`config.mk`:
```
export PLATFORM = sky130hd
export DESIGN_NAME = scc_clock_ctrl
export DESIGN_NICKNAME = d
export VERILOG_FILES = /design/src/inc/scc_pkg.sv /design/src/hdl/scc_clock_ctrl.sv
export SDC_FILE = /design/constraint.sdc
export NUM_CORES = 1
export LEC_CHECK = 0
export BUFFER_PORTS_ARGS = -buffer_cell sky130_fd_sc_hd__buf_2
export CAP_MARGIN = 20
export CORE_MARGIN = 2
export CORE_UTILIZATION = 55
export DETAILED_ROUTE_END_ITERATION = 8
export PLACE_DENSITY = 0.85
export SYNTH_ARGS = -nofsm -noshare
export SYNTH_HDL_FRONTEND = slang
export SYNTH_SLANG_ARGS = --single-unit
```
`constraint.sdc`:
```
create_clock -name mclk -period 4.17 [get_ports mclk]
set_clock_uncertainty 0.1 [all_clocks]
set_input_delay 0.417 -clock mclk [delete_from_list [all_inputs] [get_ports mclk]]
set_output_delay 0.417 -clock mclk [all_outputs]
set_load 0.01 [all_outputs]
```
`src/inc/scc_pkg.sv`:
```
// constants and types shared by the system clock control block
package scc_pkg;

	// register byte offsets on the special function register port
	localparam logic [7:0] OFS_POWER_CTRL   = 8'h87;
	localparam logic [7:0] OFS_SOURCE_CTRL  = 8'h91;
	localparam logic [7:0] OFS_GATE_CTRL    = 8'h92;
	localparam logic [7:0] OFS_OSC_CMD      = 8'h93;
	localparam logic [7:0] OFS_SYS_DIVISOR  = 8'h94;

	// processor_power_control fields
	localparam int PWR_IDLE_BIT = 0;
	localparam int PWR_GUARD_BIT = 1;

	// clock_source_control fields
	localparam int SRC_DIV_EN_BIT  = 0;
	localparam int SRC_SEL_BIT     = 1;
	localparam int SRC_PLL_SEL_BIT = 2;
	localparam int SRC_PLL_EN_BIT  = 4;
	localparam int SRC_LOWPWR_BIT  = 5;
	localparam logic [7:0] SRC_WR_MASK = 8'h37;

	// clock_gate_control fields
	localparam int GATE_USB_BIT    = 0;
	localparam int GATE_TIMER_BIT  = 1;
	localparam int GATE_PERIPH_BIT = 3;
	localparam int GATE_MISC_BIT   = 4;
	localparam int GATE_WAKE_BIT   = 5;
	localparam int GATE_SLOW_BIT   = 6;
	localparam int GATE_FIFO_BIT   = 7;
	localparam logic [7:0] GATE_WR_MASK = 8'hfb;

	// oscillator_command_status read fields
	localparam int OSC_FAST_ACT_BIT = 0;
	localparam int OSC_SLOW_ACT_BIT = 1;
	localparam int OSC_STABLE_BIT   = 2;

	// reset values
	localparam logic [7:0] RST_POWER_CTRL  = 8'h00;
	localparam logic [7:0] RST_SOURCE_CTRL = 8'h00;
	localparam logic [7:0] RST_GATE_CTRL   = 8'h1e;
	localparam logic [7:0] RST_SYS_DIVISOR = 8'h00;
	localparam logic [2:0] RST_OSC_STATUS  = 3'h5;

	// oscillator command keywords, each followed by its inverse
	localparam logic [7:0] KEY_FAST_STOP   = 8'haa;
	localparam logic [7:0] KEY_FAST_RESUME = 8'h3c;
	localparam logic [7:0] KEY_SLOW_STOP   = 8'hf0;
	localparam logic [7:0] KEY_SLOW_RESUME = 8'h66;

	// stall lengths in source or divided clock periods
	localparam logic [1:0] SWITCH_STALL_PERIODS = 2'h2;
	localparam logic [1:0] DIV_STALL_PERIODS    = 2'h2;

	// timing
	localparam int CLK_PERIOD_NS = 10;
	localparam int OSC_SETTLE_MS = 16;
	localparam int OSC_SETTLE_CYCLES = OSC_SETTLE_MS * 1000000 / CLK_PERIOD_NS;

	// system clock sequencer states
	typedef enum logic [1:0] {
		SEQ_RUN    = 2'b00,
		SEQ_SWITCH = 2'b01,
		SEQ_DIVACT = 2'b10
	} scc_seq_type;

	// six gated clock domains
	typedef struct packed {
		logic cpu;
		logic timer;
		logic periph;
		logic usb;
		logic fifo;
		logic misc;
	} scc_domain_type;

	// register bus request
	typedef struct packed {
		logic [7:0] addr;
		logic [7:0] wdata;
		logic       wr;
		logic       rd;
	} scc_bus_type;

endpackage

```
`src/hdl/scc_clock_ctrl.sv`:
```
// system clock control: source select, divider, domain gating, oscillator commands
//
// Implementation choice: the address-and-strobe port.
`timescale 1ns/10ps

module scc_clock_ctrl
	import scc_pkg::*;
#(
	parameter int SETTLE_CYCLES = OSC_SETTLE_CYCLES
) (
	input  wire logic           mclk,
	input  wire logic           rst_n,
	input  wire logic [7:0]     sfr_addr,
	input  wire logic [7:0]     sfr_wdata,
	input  wire logic           sfr_wr,
	input  wire logic           sfr_rd,
	output logic [7:0]          sfr_rdata,
	input  wire logic           fast_osc_in,
	input  wire logic           slow_osc_in,
	input  wire logic           cpu_wake,
	output logic                fast_osc_run,
	output logic                slow_osc_run,
	output logic                slow_osc_low_power,
	output logic                pll_run,
	output logic                sys_clk,
	output scc_domain_type      domain_clk,
	output logic                slow_clk_gated,
	output logic                wakeup_clk
);

	////////////////////////////////////////////////////////////////////////////////
	// elaboration check and bus bundling

	if (SETTLE_CYCLES < 1 || SETTLE_CYCLES > 32'h0fffffff) begin : g_bad_settle
		$error("SETTLE_CYCLES out of range");
	end

	scc_bus_type bus;
	assign bus = '{addr: sfr_addr, wdata: sfr_wdata, wr: sfr_wr, rd: sfr_rd};

	////////////////////////////////////////////////////////////////////////////////
	// oscillator pin synchronisers: the first stage feeds only the second

	logic [2:0] fast_sync_reg;
	logic [2:0] fast_sync_next;
	logic [2:0] slow_sync_reg;
	logic [2:0] slow_sync_next;
	logic       fast_rise;
	logic       fast_edge;
	logic       slow_rise;
	logic       src_rise;

	// stage 2 vs stage 3 gives edges
	always_comb begin
		fast_sync_next = {fast_sync_reg[1:0], fast_osc_in};
		slow_sync_next = {slow_sync_reg[1:0], slow_osc_in};
	end

	always_ff @(posedge mclk or negedge rst_n) begin
		if (!rst_n) begin
			fast_sync_reg <= 3'h0;
			slow_sync_reg <= 3'h0;
		end else begin
			fast_sync_reg <= fast_sync_next;
			slow_sync_reg <= slow_sync_next;
		end
	end

	assign fast_rise = fast_sync_reg[1] & ~fast_sync_reg[2];
	assign fast_edge = fast_sync_reg[1] ^ fast_sync_reg[2];
	assign slow_rise = slow_sync_reg[1] & ~slow_sync_reg[2];

	////////////////////////////////////////////////////////////////////////////////
	// software registers and oscillator command sequencer

	logic [7:0]  pwr_reg;
	logic [7:0]  pwr_next;
	logic [7:0]  src_reg;
	logic [7:0]  src_next;
	logic [7:0]  gate_reg;
	logic [7:0]  gate_next;
	logic [7:0]  div_reg;
	logic [7:0]  div_next;
	logic [7:0]  key_reg;
	logic [7:0]  key_next;
	logic        armed_reg;
	logic        armed_next;
	logic        fast_run_reg;
	logic        fast_run_next;
	logic        slow_run_reg;
	logic        slow_run_next;
	logic [2:0]  stat_reg;
	logic [2:0]  stat_next;
	logic [31:0] settle_reg;
	logic [31:0] settle_next;
	logic [7:0]  rdata_reg;
	logic [7:0]  rdata_next;
	logic        cur_sel_reg;
	logic        cur_pll_reg;
	logic        wr_cmd;
	logic        fast_feeds_sys;
	logic        slow_feeds_sys;

	assign wr_cmd = bus.wr && bus.addr == OFS_OSC_CMD;
	// the pll runs off the fast crystal, so both fast paths depend on it
	assign fast_feeds_sys = ~cur_sel_reg;
	assign slow_feeds_sys = cur_sel_reg;

	always_comb begin
		pwr_next      = pwr_reg;
		src_next      = src_reg;
		gate_next     = gate_reg;
		div_next      = div_reg;
		key_next      = key_reg;
		armed_next    = 1'b0;
		fast_run_next = fast_run_reg;
		slow_run_next = slow_run_reg;
		stat_next     = stat_reg;
		settle_next   = settle_reg;
		rdata_next    = 8'h00;
		// plain register writes
		if (bus.wr) begin
			case (bus.addr)
				OFS_POWER_CTRL: begin
					pwr_next = {6'h00, bus.wdata[PWR_GUARD_BIT], bus.wdata[PWR_IDLE_BIT]};
				end
				OFS_SOURCE_CTRL: begin
					src_next = bus.wdata & SRC_WR_MASK;
				end
				OFS_GATE_CTRL: begin
					gate_next = bus.wdata & GATE_WR_MASK;
				end
				OFS_SYS_DIVISOR: begin
					div_next = bus.wdata;
				end
				default: begin
				end
			endcase
		end
		// wake from the interrupt logic ends idle and wins over a write
		if (cpu_wake) begin
			pwr_next[PWR_IDLE_BIT] = 1'b0;
		end
		// count down before the commands so a resume below restarts the full settle time
		if (settle_reg != 32'h0) begin
			settle_next = settle_reg - 32'h1;
			if (settle_reg == 32'h1) begin
				stat_next[OSC_STABLE_BIT] = 1'b1;
			end
		end
		// keyword pairs; a write to any other register breaks the pair
		if (wr_cmd && !armed_reg) begin
			key_next = bus.wdata;
			armed_next = bus.wdata == KEY_FAST_STOP || bus.wdata == KEY_FAST_RESUME ||
				bus.wdata == KEY_SLOW_STOP || bus.wdata == KEY_SLOW_RESUME;
		end else if (wr_cmd && armed_reg && bus.wdata == ~key_reg) begin
			case (key_reg)
				KEY_FAST_STOP: begin
					if (pwr_reg[PWR_GUARD_BIT] || !fast_feeds_sys) begin
						fast_run_next = 1'b0;
					end
				end
				KEY_FAST_RESUME: begin
					if (!fast_run_reg) begin
						fast_run_next = 1'b1;
						stat_next[OSC_STABLE_BIT] = 1'b0;
						settle_next = 32'(SETTLE_CYCLES);
					end
				end
				KEY_SLOW_STOP: begin
					if (pwr_reg[PWR_GUARD_BIT] || !slow_feeds_sys) begin
						slow_run_next = 1'b0;
					end
				end
				KEY_SLOW_RESUME: begin
					if (!slow_run_reg) begin
						slow_run_next = 1'b1;
						stat_next[OSC_STABLE_BIT] = 1'b0;
						settle_next = 32'(SETTLE_CYCLES);
					end
				end
				default: begin
				end
			endcase
		end
		// a stop shows on the active flag one cycle later; a resume only once settled
		if (!fast_run_reg) begin
			stat_next[OSC_FAST_ACT_BIT] = 1'b0;
		end else if (stat_next[OSC_STABLE_BIT]) begin
			stat_next[OSC_FAST_ACT_BIT] = 1'b1;
		end
		if (!slow_run_reg) begin
			stat_next[OSC_SLOW_ACT_BIT] = 1'b0;
		end else if (stat_next[OSC_STABLE_BIT]) begin
			stat_next[OSC_SLOW_ACT_BIT] = 1'b1;
		end
		// read data in the following cycle; divisor is write-only
		if (bus.rd) begin
			case (bus.addr)
				OFS_POWER_CTRL: begin
					rdata_next = pwr_reg;
				end
				OFS_SOURCE_CTRL: begin
					rdata_next = src_reg;
				end
				OFS_GATE_CTRL: begin
					rdata_next = gate_reg;
				end
				OFS_OSC_CMD: begin
					rdata_next = {5'h00, stat_reg};
				end
				default: begin
					rdata_next = 8'h00;
				end
			endcase
		end
	end

	always_ff @(posedge mclk or negedge rst_n) begin
		if (!rst_n) begin
			pwr_reg      <= RST_POWER_CTRL;
			src_reg      <= RST_SOURCE_CTRL;
			gate_reg     <= RST_GATE_CTRL;
			div_reg      <= RST_SYS_DIVISOR;
			key_reg      <= 8'h00;
			armed_reg    <= 1'b0;
			fast_run_reg <= 1'b1;
			slow_run_reg <= 1'b0;
			stat_reg     <= RST_OSC_STATUS;
			settle_reg   <= 32'h0;
			rdata_reg    <= 8'h00;
		end else begin
			pwr_reg      <= pwr_next;
			src_reg      <= src_next;
			gate_reg     <= gate_next;
			div_reg      <= div_next;
			key_reg      <= key_next;
			armed_reg    <= armed_next;
			fast_run_reg <= fast_run_next;
			slow_run_reg <= slow_run_next;
			stat_reg     <= stat_next;
			settle_reg   <= settle_next;
			rdata_reg    <= rdata_next;
		end
	end

	////////////////////////////////////////////////////////////////////////////////
	// system clock sequencer: source switch stall, divider, divider activation

	scc_seq_type seq_reg;
	scc_seq_type seq_next;
	logic        cur_sel_next;
	logic        cur_pll_next;
	logic        div_on_reg;
	logic        div_on_next;
	logic [1:0]  old_cnt_reg;
	logic [1:0]  old_cnt_next;
	logic [1:0]  new_cnt_reg;
	logic [1:0]  new_cnt_next;
	logic [7:0]  dcnt_reg;
	logic [7:0]  dcnt_next;
	logic        dclk_reg;
	logic        dclk_next;
	logic        sys_reg;
	logic        sys_next;
	logic        old_rise;
	logic        new_rise;
	logic        src_level;

	// with the pll each fast edge is one full system period
	assign src_rise  = cur_sel_reg ? slow_rise : (cur_pll_reg ? fast_edge : fast_rise);
	assign src_level = cur_sel_reg ? slow_sync_reg[1] :
		(cur_pll_reg ? fast_edge : fast_sync_reg[1]);
	assign old_rise  = src_rise;
	assign new_rise  = src_reg[SRC_SEL_BIT] ? slow_rise :
		(src_reg[SRC_PLL_SEL_BIT] ? fast_edge : fast_rise);

	always_comb begin
		seq_next     = seq_reg;
		cur_sel_next = cur_sel_reg;
		cur_pll_next = cur_pll_reg;
		div_on_next  = div_on_reg;
		old_cnt_next = old_cnt_reg;
		new_cnt_next = new_cnt_reg;
		dcnt_next    = dcnt_reg;
		dclk_next    = dclk_reg;
		sys_next     = sys_reg;
		// divided clock toggles every n+1 source periods
		if (src_rise) begin
			if (dcnt_reg >= div_reg) begin
				dcnt_next = 8'h00;
				dclk_next = ~dclk_reg;
			end else begin
				dcnt_next = dcnt_reg + 8'h01;
			end
		end
		case (seq_reg)
			SEQ_RUN: begin
				sys_next = div_on_reg ? dclk_reg : src_level;
				if (!src_reg[SRC_DIV_EN_BIT]) begin
					div_on_next = 1'b0;
				end
				if (src_reg[SRC_SEL_BIT] != cur_sel_reg ||
					(!src_reg[SRC_SEL_BIT] && src_reg[SRC_PLL_SEL_BIT] != cur_pll_reg)) begin
					seq_next = SEQ_SWITCH;
					sys_next = 1'b0;
					old_cnt_next = 2'h0;
					new_cnt_next = 2'h0;
				end else if (src_reg[SRC_DIV_EN_BIT] && !div_on_reg) begin
					seq_next = SEQ_DIVACT;
					sys_next = 1'b0;
					old_cnt_next = 2'h0;
					dcnt_next = 8'h00;
					dclk_next = 1'b0;
				end
			end
			SEQ_SWITCH: begin
				// both counts reaching two means the slower source ran two periods
				sys_next = 1'b0;
				if (old_rise && old_cnt_reg != SWITCH_STALL_PERIODS) begin
					old_cnt_next = old_cnt_reg + 2'h1;
				end
				if (new_rise && new_cnt_reg != SWITCH_STALL_PERIODS) begin
					new_cnt_next = new_cnt_reg + 2'h1;
				end
				// a dead target never counts up, so the clock stays halted
				if (old_cnt_reg == SWITCH_STALL_PERIODS &&
					new_cnt_reg == SWITCH_STALL_PERIODS) begin
					seq_next = SEQ_RUN;
					cur_sel_next = src_reg[SRC_SEL_BIT];
					cur_pll_next = src_reg[SRC_PLL_SEL_BIT];
					dcnt_next = 8'h00;
				end
			end
			SEQ_DIVACT: begin
				// count two divided rising edges with the output held low
				sys_next = 1'b0;
				if (src_rise && dcnt_reg >= div_reg && !dclk_reg) begin
					old_cnt_next = old_cnt_reg + 2'h1;
				end
				if (old_cnt_reg == DIV_STALL_PERIODS) begin
					seq_next = SEQ_RUN;
					div_on_next = 1'b1;
				end
			end
			default: begin
				seq_next = SEQ_RUN;
			end
		endcase
	end

	always_ff @(posedge mclk or negedge rst_n) begin
		if (!rst_n) begin
			seq_reg     <= SEQ_RUN;
			cur_sel_reg <= 1'b0;
			cur_pll_reg <= 1'b0;
			div_on_reg  <= 1'b0;
			old_cnt_reg <= 2'h0;
			new_cnt_reg <= 2'h0;
			dcnt_reg    <= 8'h00;
			dclk_reg    <= 1'b0;
			sys_reg     <= 1'b0;
		end else begin
			seq_reg     <= seq_next;
			cur_sel_reg <= cur_sel_next;
			cur_pll_reg <= cur_pll_next;
			div_on_reg  <= div_on_next;
			old_cnt_reg <= old_cnt_next;
			new_cnt_reg <= new_cnt_next;
			dcnt_reg    <= dcnt_next;
			dclk_reg    <= dclk_next;
			sys_reg     <= sys_next;
		end
	end

	////////////////////////////////////////////////////////////////////////////////
	// domain gating: enables latch on the rising edge of the clock they gate

	scc_domain_type en_reg;
	scc_domain_type en_next;
	scc_domain_type dom_reg;
	scc_domain_type dom_next;
	logic           slow_en_reg;
	logic           slow_en_next;
	logic           wake_en_reg;
	logic           wake_en_next;
	logic           slow_out_reg;
	logic           slow_out_next;
	logic           wake_out_reg;
	logic           wake_out_next;
	logic           sys_rise;

	assign sys_rise = sys_next & ~sys_reg;

	always_comb begin
		en_next      = en_reg;
		slow_en_next = slow_en_reg;
		wake_en_next = wake_en_reg;
		if (sys_rise) begin
			en_next.cpu    = ~pwr_reg[PWR_IDLE_BIT];
			en_next.timer  = gate_reg[GATE_TIMER_BIT];
			en_next.periph = gate_reg[GATE_PERIPH_BIT];
			en_next.usb    = gate_reg[GATE_USB_BIT];
			en_next.fifo   = gate_reg[GATE_FIFO_BIT];
			en_next.misc   = gate_reg[GATE_MISC_BIT];
		end
		// the slow and wakeup gates follow the slow clock's own edge
		if (slow_rise) begin
			slow_en_next = gate_reg[GATE_SLOW_BIT];
			wake_en_next = gate_reg[GATE_WAKE_BIT];
		end
		// sampled enable during the high phase avoids glitches from mid-cycle writes
		dom_next      = sys_next ? en_next : '0;
		slow_out_next = slow_sync_reg[1] & slow_en_next;
		wake_out_next = slow_sync_reg[1] & wake_en_next;
	end

	always_ff @(posedge mclk or negedge rst_n) begin
		if (!rst_n) begin
			en_reg       <= '{cpu: 1'b1, timer: 1'b1, periph: 1'b1, usb: 1'b0,
				fifo: 1'b0, misc: 1'b1};
			dom_reg      <= '0;
			slow_en_reg  <= 1'b0;
			wake_en_reg  <= 1'b0;
			slow_out_reg <= 1'b0;
			wake_out_reg <= 1'b0;
		end else begin
			en_reg       <= en_next;
			dom_reg      <= dom_next;
			slow_en_reg  <= slow_en_next;
			wake_en_reg  <= wake_en_next;
			slow_out_reg <= slow_out_next;
			wake_out_reg <= wake_out_next;
		end
	end

	////////////////////////////////////////////////////////////////////////////////
	// outputs, all from flip-flops

	assign sfr_rdata          = rdata_reg;
	assign fast_osc_run       = fast_run_reg;
	assign slow_osc_run       = slow_run_reg;
	assign slow_osc_low_power = src_reg[SRC_LOWPWR_BIT];
	assign pll_run            = src_reg[SRC_PLL_EN_BIT];
	assign sys_clk            = sys_reg;
	assign domain_clk         = dom_reg;
	assign slow_clk_gated     = slow_out_reg;
	assign wakeup_clk         = wake_out_reg;

endmodule

```
=== Word-level counts from Yosys, hierarchy flattened ===
Index checks and enable logic that the tools add are counted.

* Register bits after elaboration: 118
* Bits in latches: 0
* Bits in writable memories: 0
* Memory bits (read-only): 0
* Input port bits: 23
* Output and inout port bits: 21
* Logic and storage cells: 205
* Memories kept: 0

* Add/sub/neg operators: 4
* Multipliers: 0
* Div/mod/pow operators: 0
* Order comparisons: 1
* Eq/ne operators: 35
* Shift operators: 0
* Multiplexer cells: 67
* Bitwise logic cells: 13
* Reductions and logical operators: 44

{| class="wikitable"
|+ Operators with widths
! kind !! number
|-
| $mux 32 || 5
|-
| $eq 8x8->1 const B || 9
|-
| $pmux 32 s2 || 1
|-
| $mux 8 || 6
|-
| $mux 1 || 33
|-
| $eq 32x1->1 const B || 1
|-
| $pmux 8 s4 || 1
|-
| $reduce_bool 32->1 || 1
|-
| $sub 32x1->32 const B || 1
|-
| $ne 2x2->1 const B || 11
|-
| $mux 2 || 10
|-
| $eq 8x6->1 const B || 2
|-
| $eq 8x7->1 const B || 2
|-
| $pmux 8 s2 || 1
|-
| $mux 6 || 2
|-
| $pmux 2 s3 || 2
|-
| $reduce_and 2->1 || 6
|-
| $reduce_and 4->1 || 3
|-
| $reduce_bool 2->1 || 6
|-
| $logic_and 1x1->1 || 11
|-
| $pmux 1 s2 || 5
|-
| $reduce_and 3->1 || 3
|-
| $add 8x1->8 const B || 1
|-
| $eq 8x8->1 || 1
|-
| other kinds (17) || 40
|}

=== Longest topological paths before layout ===
* Depth in word-level cells: 10
* Depth in mapped cells: 9
* Mapped depth without buffers: 8

=== Least setup slack after synthesis ===
Ideal clock, no wire load.

* Kind: register to register
* Start: reg fast_sync_reg[1]
* End: reg old_cnt_reg[1]
* Library setup time: 125 ps
* Arrival: 2143 ps
* Data required time: 3945 ps
* Setup slack: 1802 ps
* Cell stages (with the launch flop): 8
* Buffers on the path: 0
* Clock period less this slack: 2368 ps
* Cell sequence: dfrtp_1 ha_1 and2_4 o21ba_1 nand2b_4 o21a_1 or4_4 mux2_4

* Word-level cells in the longest chain between the ends: 7
* Elaborated cells between the ends (all ways): 10
* Those cells by class: eq/ne: 2; mux: 2; bitwise: 2; reduce/logical: 4

{| class="wikitable"
|+ RTL lines
! what !! line !! RTL
|-
| start, declared || scc_clock_ctrl.sv:44 || <nowiki>logic [2:0] fast_sync_reg;</nowiki>
|-
| start signal, assigned || scc_clock_ctrl.sv:64 || <nowiki>fast_sync_reg <= fast_sync_next;</nowiki>
|-
| $and 1x1->1 or $xor 1x1->1 (tied branches) || scc_clock_ctrl.sv:69, scc_clock_ctrl.sv:70 ||
|-
| $mux 1 (*) (2 in series) || scc_clock_ctrl.sv:271 || <nowiki>assign src_rise = cur_sel_reg ? slow_rise : (cur_pll_reg ? fast_edge : fast_rise);</nowiki>
|-
| $logic_and 1x1->1 (2 in series) || scc_clock_ctrl.sv:338 || <nowiki>if (src_rise && dcnt_reg >= div_reg && !dclk_reg) begin</nowiki>
|-
| $ne 2x2->1 (no source line) || -- ||
|-
| $reduce_and 4->1 (no source line) (*) || -- ||
|-
| end signal, assigned || scc_clock_ctrl.sv:368 || <nowiki>old_cnt_reg <= old_cnt_next;</nowiki>
|-
| end, declared || scc_clock_ctrl.sv:256 || <nowiki>logic [1:0] old_cnt_reg;</nowiki>
|}

Every way passes the cells marked *; elsewhere a longest branch is shown, timed or not.
A chain may end at the register's enable or synchronous reset.

==> results.yml <==
detailed_routing:
  drc_errors: 0
  avgViaCountPerCell: 5.87
  wl_um: 12500
  via_count: 4357
  drt_iter0_drc: 318
  drtAntennaViolNets: 0
  wl_per_cell_um: 16.8
  dr.pass1.iters: 5
timing:
  fin_ws_ps: 1440
  fin_tns_setup_ps: 0
  slew_violations: 0
  finalCritPeriodShare_pct: 65.4
  tightest_slew_ps: 1030
  hold_viol_final: 0
  fin_crit_ps: 2730
  rsz0062_at_grt: "false"
  timing.fmax_mhz: 366
  setup_viol: 0
  max-slew-margin-rel_pct: 31.3
grt:
  track_usage_pct: 23.1
  grt_max_degree: 51
  grt_pass1_wl_um: 20600
  grt_pass1_vias: 4338
  grt.met3_usage_pct: 5.39
  antenna_found_initial: 0
  use_met2_pct: 35.9
  met1_usage_pct: 30.9
  grt_overflow_total: 0
  busiest_layer: "met2"
clocking:
  cts_setup_buffers: 0
  ctsHoldBuffers: 4
  post_cts_resized: 0
  clock_sinks: 118
  htreeDepth: 4
  insertion_delay_ps: 520
  cts_buffer_depth: 2
  cts_tree: "built"
  cts.reportedPaths.clkPinSlew_ps: 60
  ctsRootBufferMaster: "clkbuf_8"
  numCtsBuffers: 17
placement:
  dp.cells: 706
  place_ws_ps: 1240
  dp_hpwl_um: 8580
  io_buffers: 43
  gp_congestion: 0.901
cells_and_area:
  area_growth_syn_to_layout_pct: 16.3
  largest_reg_flops: 32
  drive_above_1_share_pct: 25.2
  antenna_cells: 0
  finalNetCount: 635
  multi_input_area_mm2: 0.00281
  layoutNonFillerInstCount: 742
  nFillCells: 742
  seq_area_mm2: 0.00297
  post-route-util_pct: 66.3
synthesis:
  synth_top_cell_by_area: "dfrtp_1"
  synth_fp_nets: 578
  synth_edf_count: 0
  netlist_instances: 536
  yosysWarnings: 0
  synth-main-ff-cell: "dfrtp_1"
  synth_seq_cells: 118
  seq_area_frac_synth_pct: 50.1
  synthDistinctLibCells: 67
  async_reset_ff_share_pct: 100
  synth.area.top_cells: "dfrtp_1 (45%), mux2_2 (7.8%), dfstp_2 (4.9%)"
  synth_common_cells: "dfrtp_1 (107), nor2_1 (57), mux2_2 (41)"
  avgSynthCellArea_um2: 11.0
  synthesis.area_mm2: 0.00592
  synth_top_area_share_pct: 45.3
  synth.most_common_cell: "dfrtp_1"
setup_path:
  worstSetupPathType: "reg2reg"
  cp-end-kind: "flip-flop"
  critical_path_arrival_ps: 3030
  rrSetupSlack_ps: 1440
  cp.required_ps: 4470
  cp-start-kind: "flip-flop"
  crit_fanout: 12
hold_path:
  hold_class: "in2reg"
floorplan:
  die_h_um: 108
  rows: 37
  die-area_mm2: 0.0116
  ios: 44
  start_util_pct: 57.1
  die_w_um: 108
  core-area_mm2: 0.0104
pwr:
  p_per_area_mw_per_mm2: 452
  power_leakage_nw: 3.02
  fin_total_pwr_mw: 3.11
  peakVddDrop_mv: 0.235
run:
  maxCapViolations: 0
outcome:
  run_status: "completed"
## layer usage
| layer | wire length (um) | share of wire, % | up-vias |
|---|---|---|---|
| li1 | - | - | 2012 |
| met1 | 5540 | 44 | 2156 |
| met2 | 5870 | 47 | 157 |
| met3 | 719 | 5.8 | 32 |
| met4 | 340 | 2.7 | 0 |
| met5 | 0 | 0 | - |
## logic make-up after synthesis
logic type,synth area share (%)
AOI/OAI and AO/OA,8.95
DFF,50.1
muxes,8.75
adders and majority gates,4.02
buffers and inverters,2.33
xor gates and xnor gates,6.07
and+or+nand+nor,19.8
## power breakdown
part / switching (mW) / total, mW / internal [mW]
registers: 0.0612 / 1.29 / 1.22
logic: 0.258 / 0.445 / 0.186
clock network: 0.490 / 1.38 / 0.892
total: 0.809 / 3.11 / 2.30
## worst paths after layout
kind / end / start / depth (start not counted)
min: sfr_rdata[1]$_DFF_PN0_ / sfr_rd / 2
max in group asynchronous: gate_reg[2]$_DFFE_PN1P_ / rst_n / 3
max: en_reg[2]$_DFF_PN0_ / fast_sync_reg[1]$_DFF_PN0_ / 7
max reg2reg: en_reg[2]$_DFF_PN0_ / fast_sync_reg[1]$_DFF_PN0_ / 7
min in group asynchronous: settle_reg[16]$_DFF_PN0_ / rst_n / 2
min reg2reg: slow_sync_reg[1]$_DFF_PN0_ / slow_sync_reg[0]$_DFF_PN0_ / 0
## cell type report
| type | count | share of cell area, % |
|---|---|---|
| multi-input combinational | 384 | 40.9 |
| sequential | 118 | 43.1 |
| clock inverter | 9 | 1.47 |
| inverter | 22 | 1.20 |
| tap | 136 | 2.47 |
| timing repair buffer | 50 | 4.07 |
| clock buffer | 23 | 6.78 |
## worst max-delay path: stages, from the launching register on
cell,delay [ps]
dfrtp_1,410
ha_1,320
and2_4,170
o31ai_1,220
a22oi_1,90
or2_1,260
nor3_2,600
mux2_2,430
## cells in the final DEF, fill, tap and decap left out, types with 16 or more instances in the layout
| cell type | count |
|---|---|
| nand3_1 | 16 |
| nor2_1 | 57 |
| ha_1 | 19 |
| nand2_1 | 30 |
| buf_2 | 42 |
| mux2_2 | 41 |
| a21oi_1 | 18 |
| xor2_1 | 30 |
| inv_1 | 22 |
| dfrtp_1 | 107 |
| clkbuf_16 | 16 |
## metrics by stage
stage | cell area (um2) | hold WS, ps
after floorplan | 5920 | 21.4
after global placement | 6270 | 240
after detailed placement | 6270 | 236
after CTS | 6880 | 64.1
after global routing | 6880 | 75.0
final | 6880 | 81.0
Note: power is estimated with default switching activity, not from simulation.
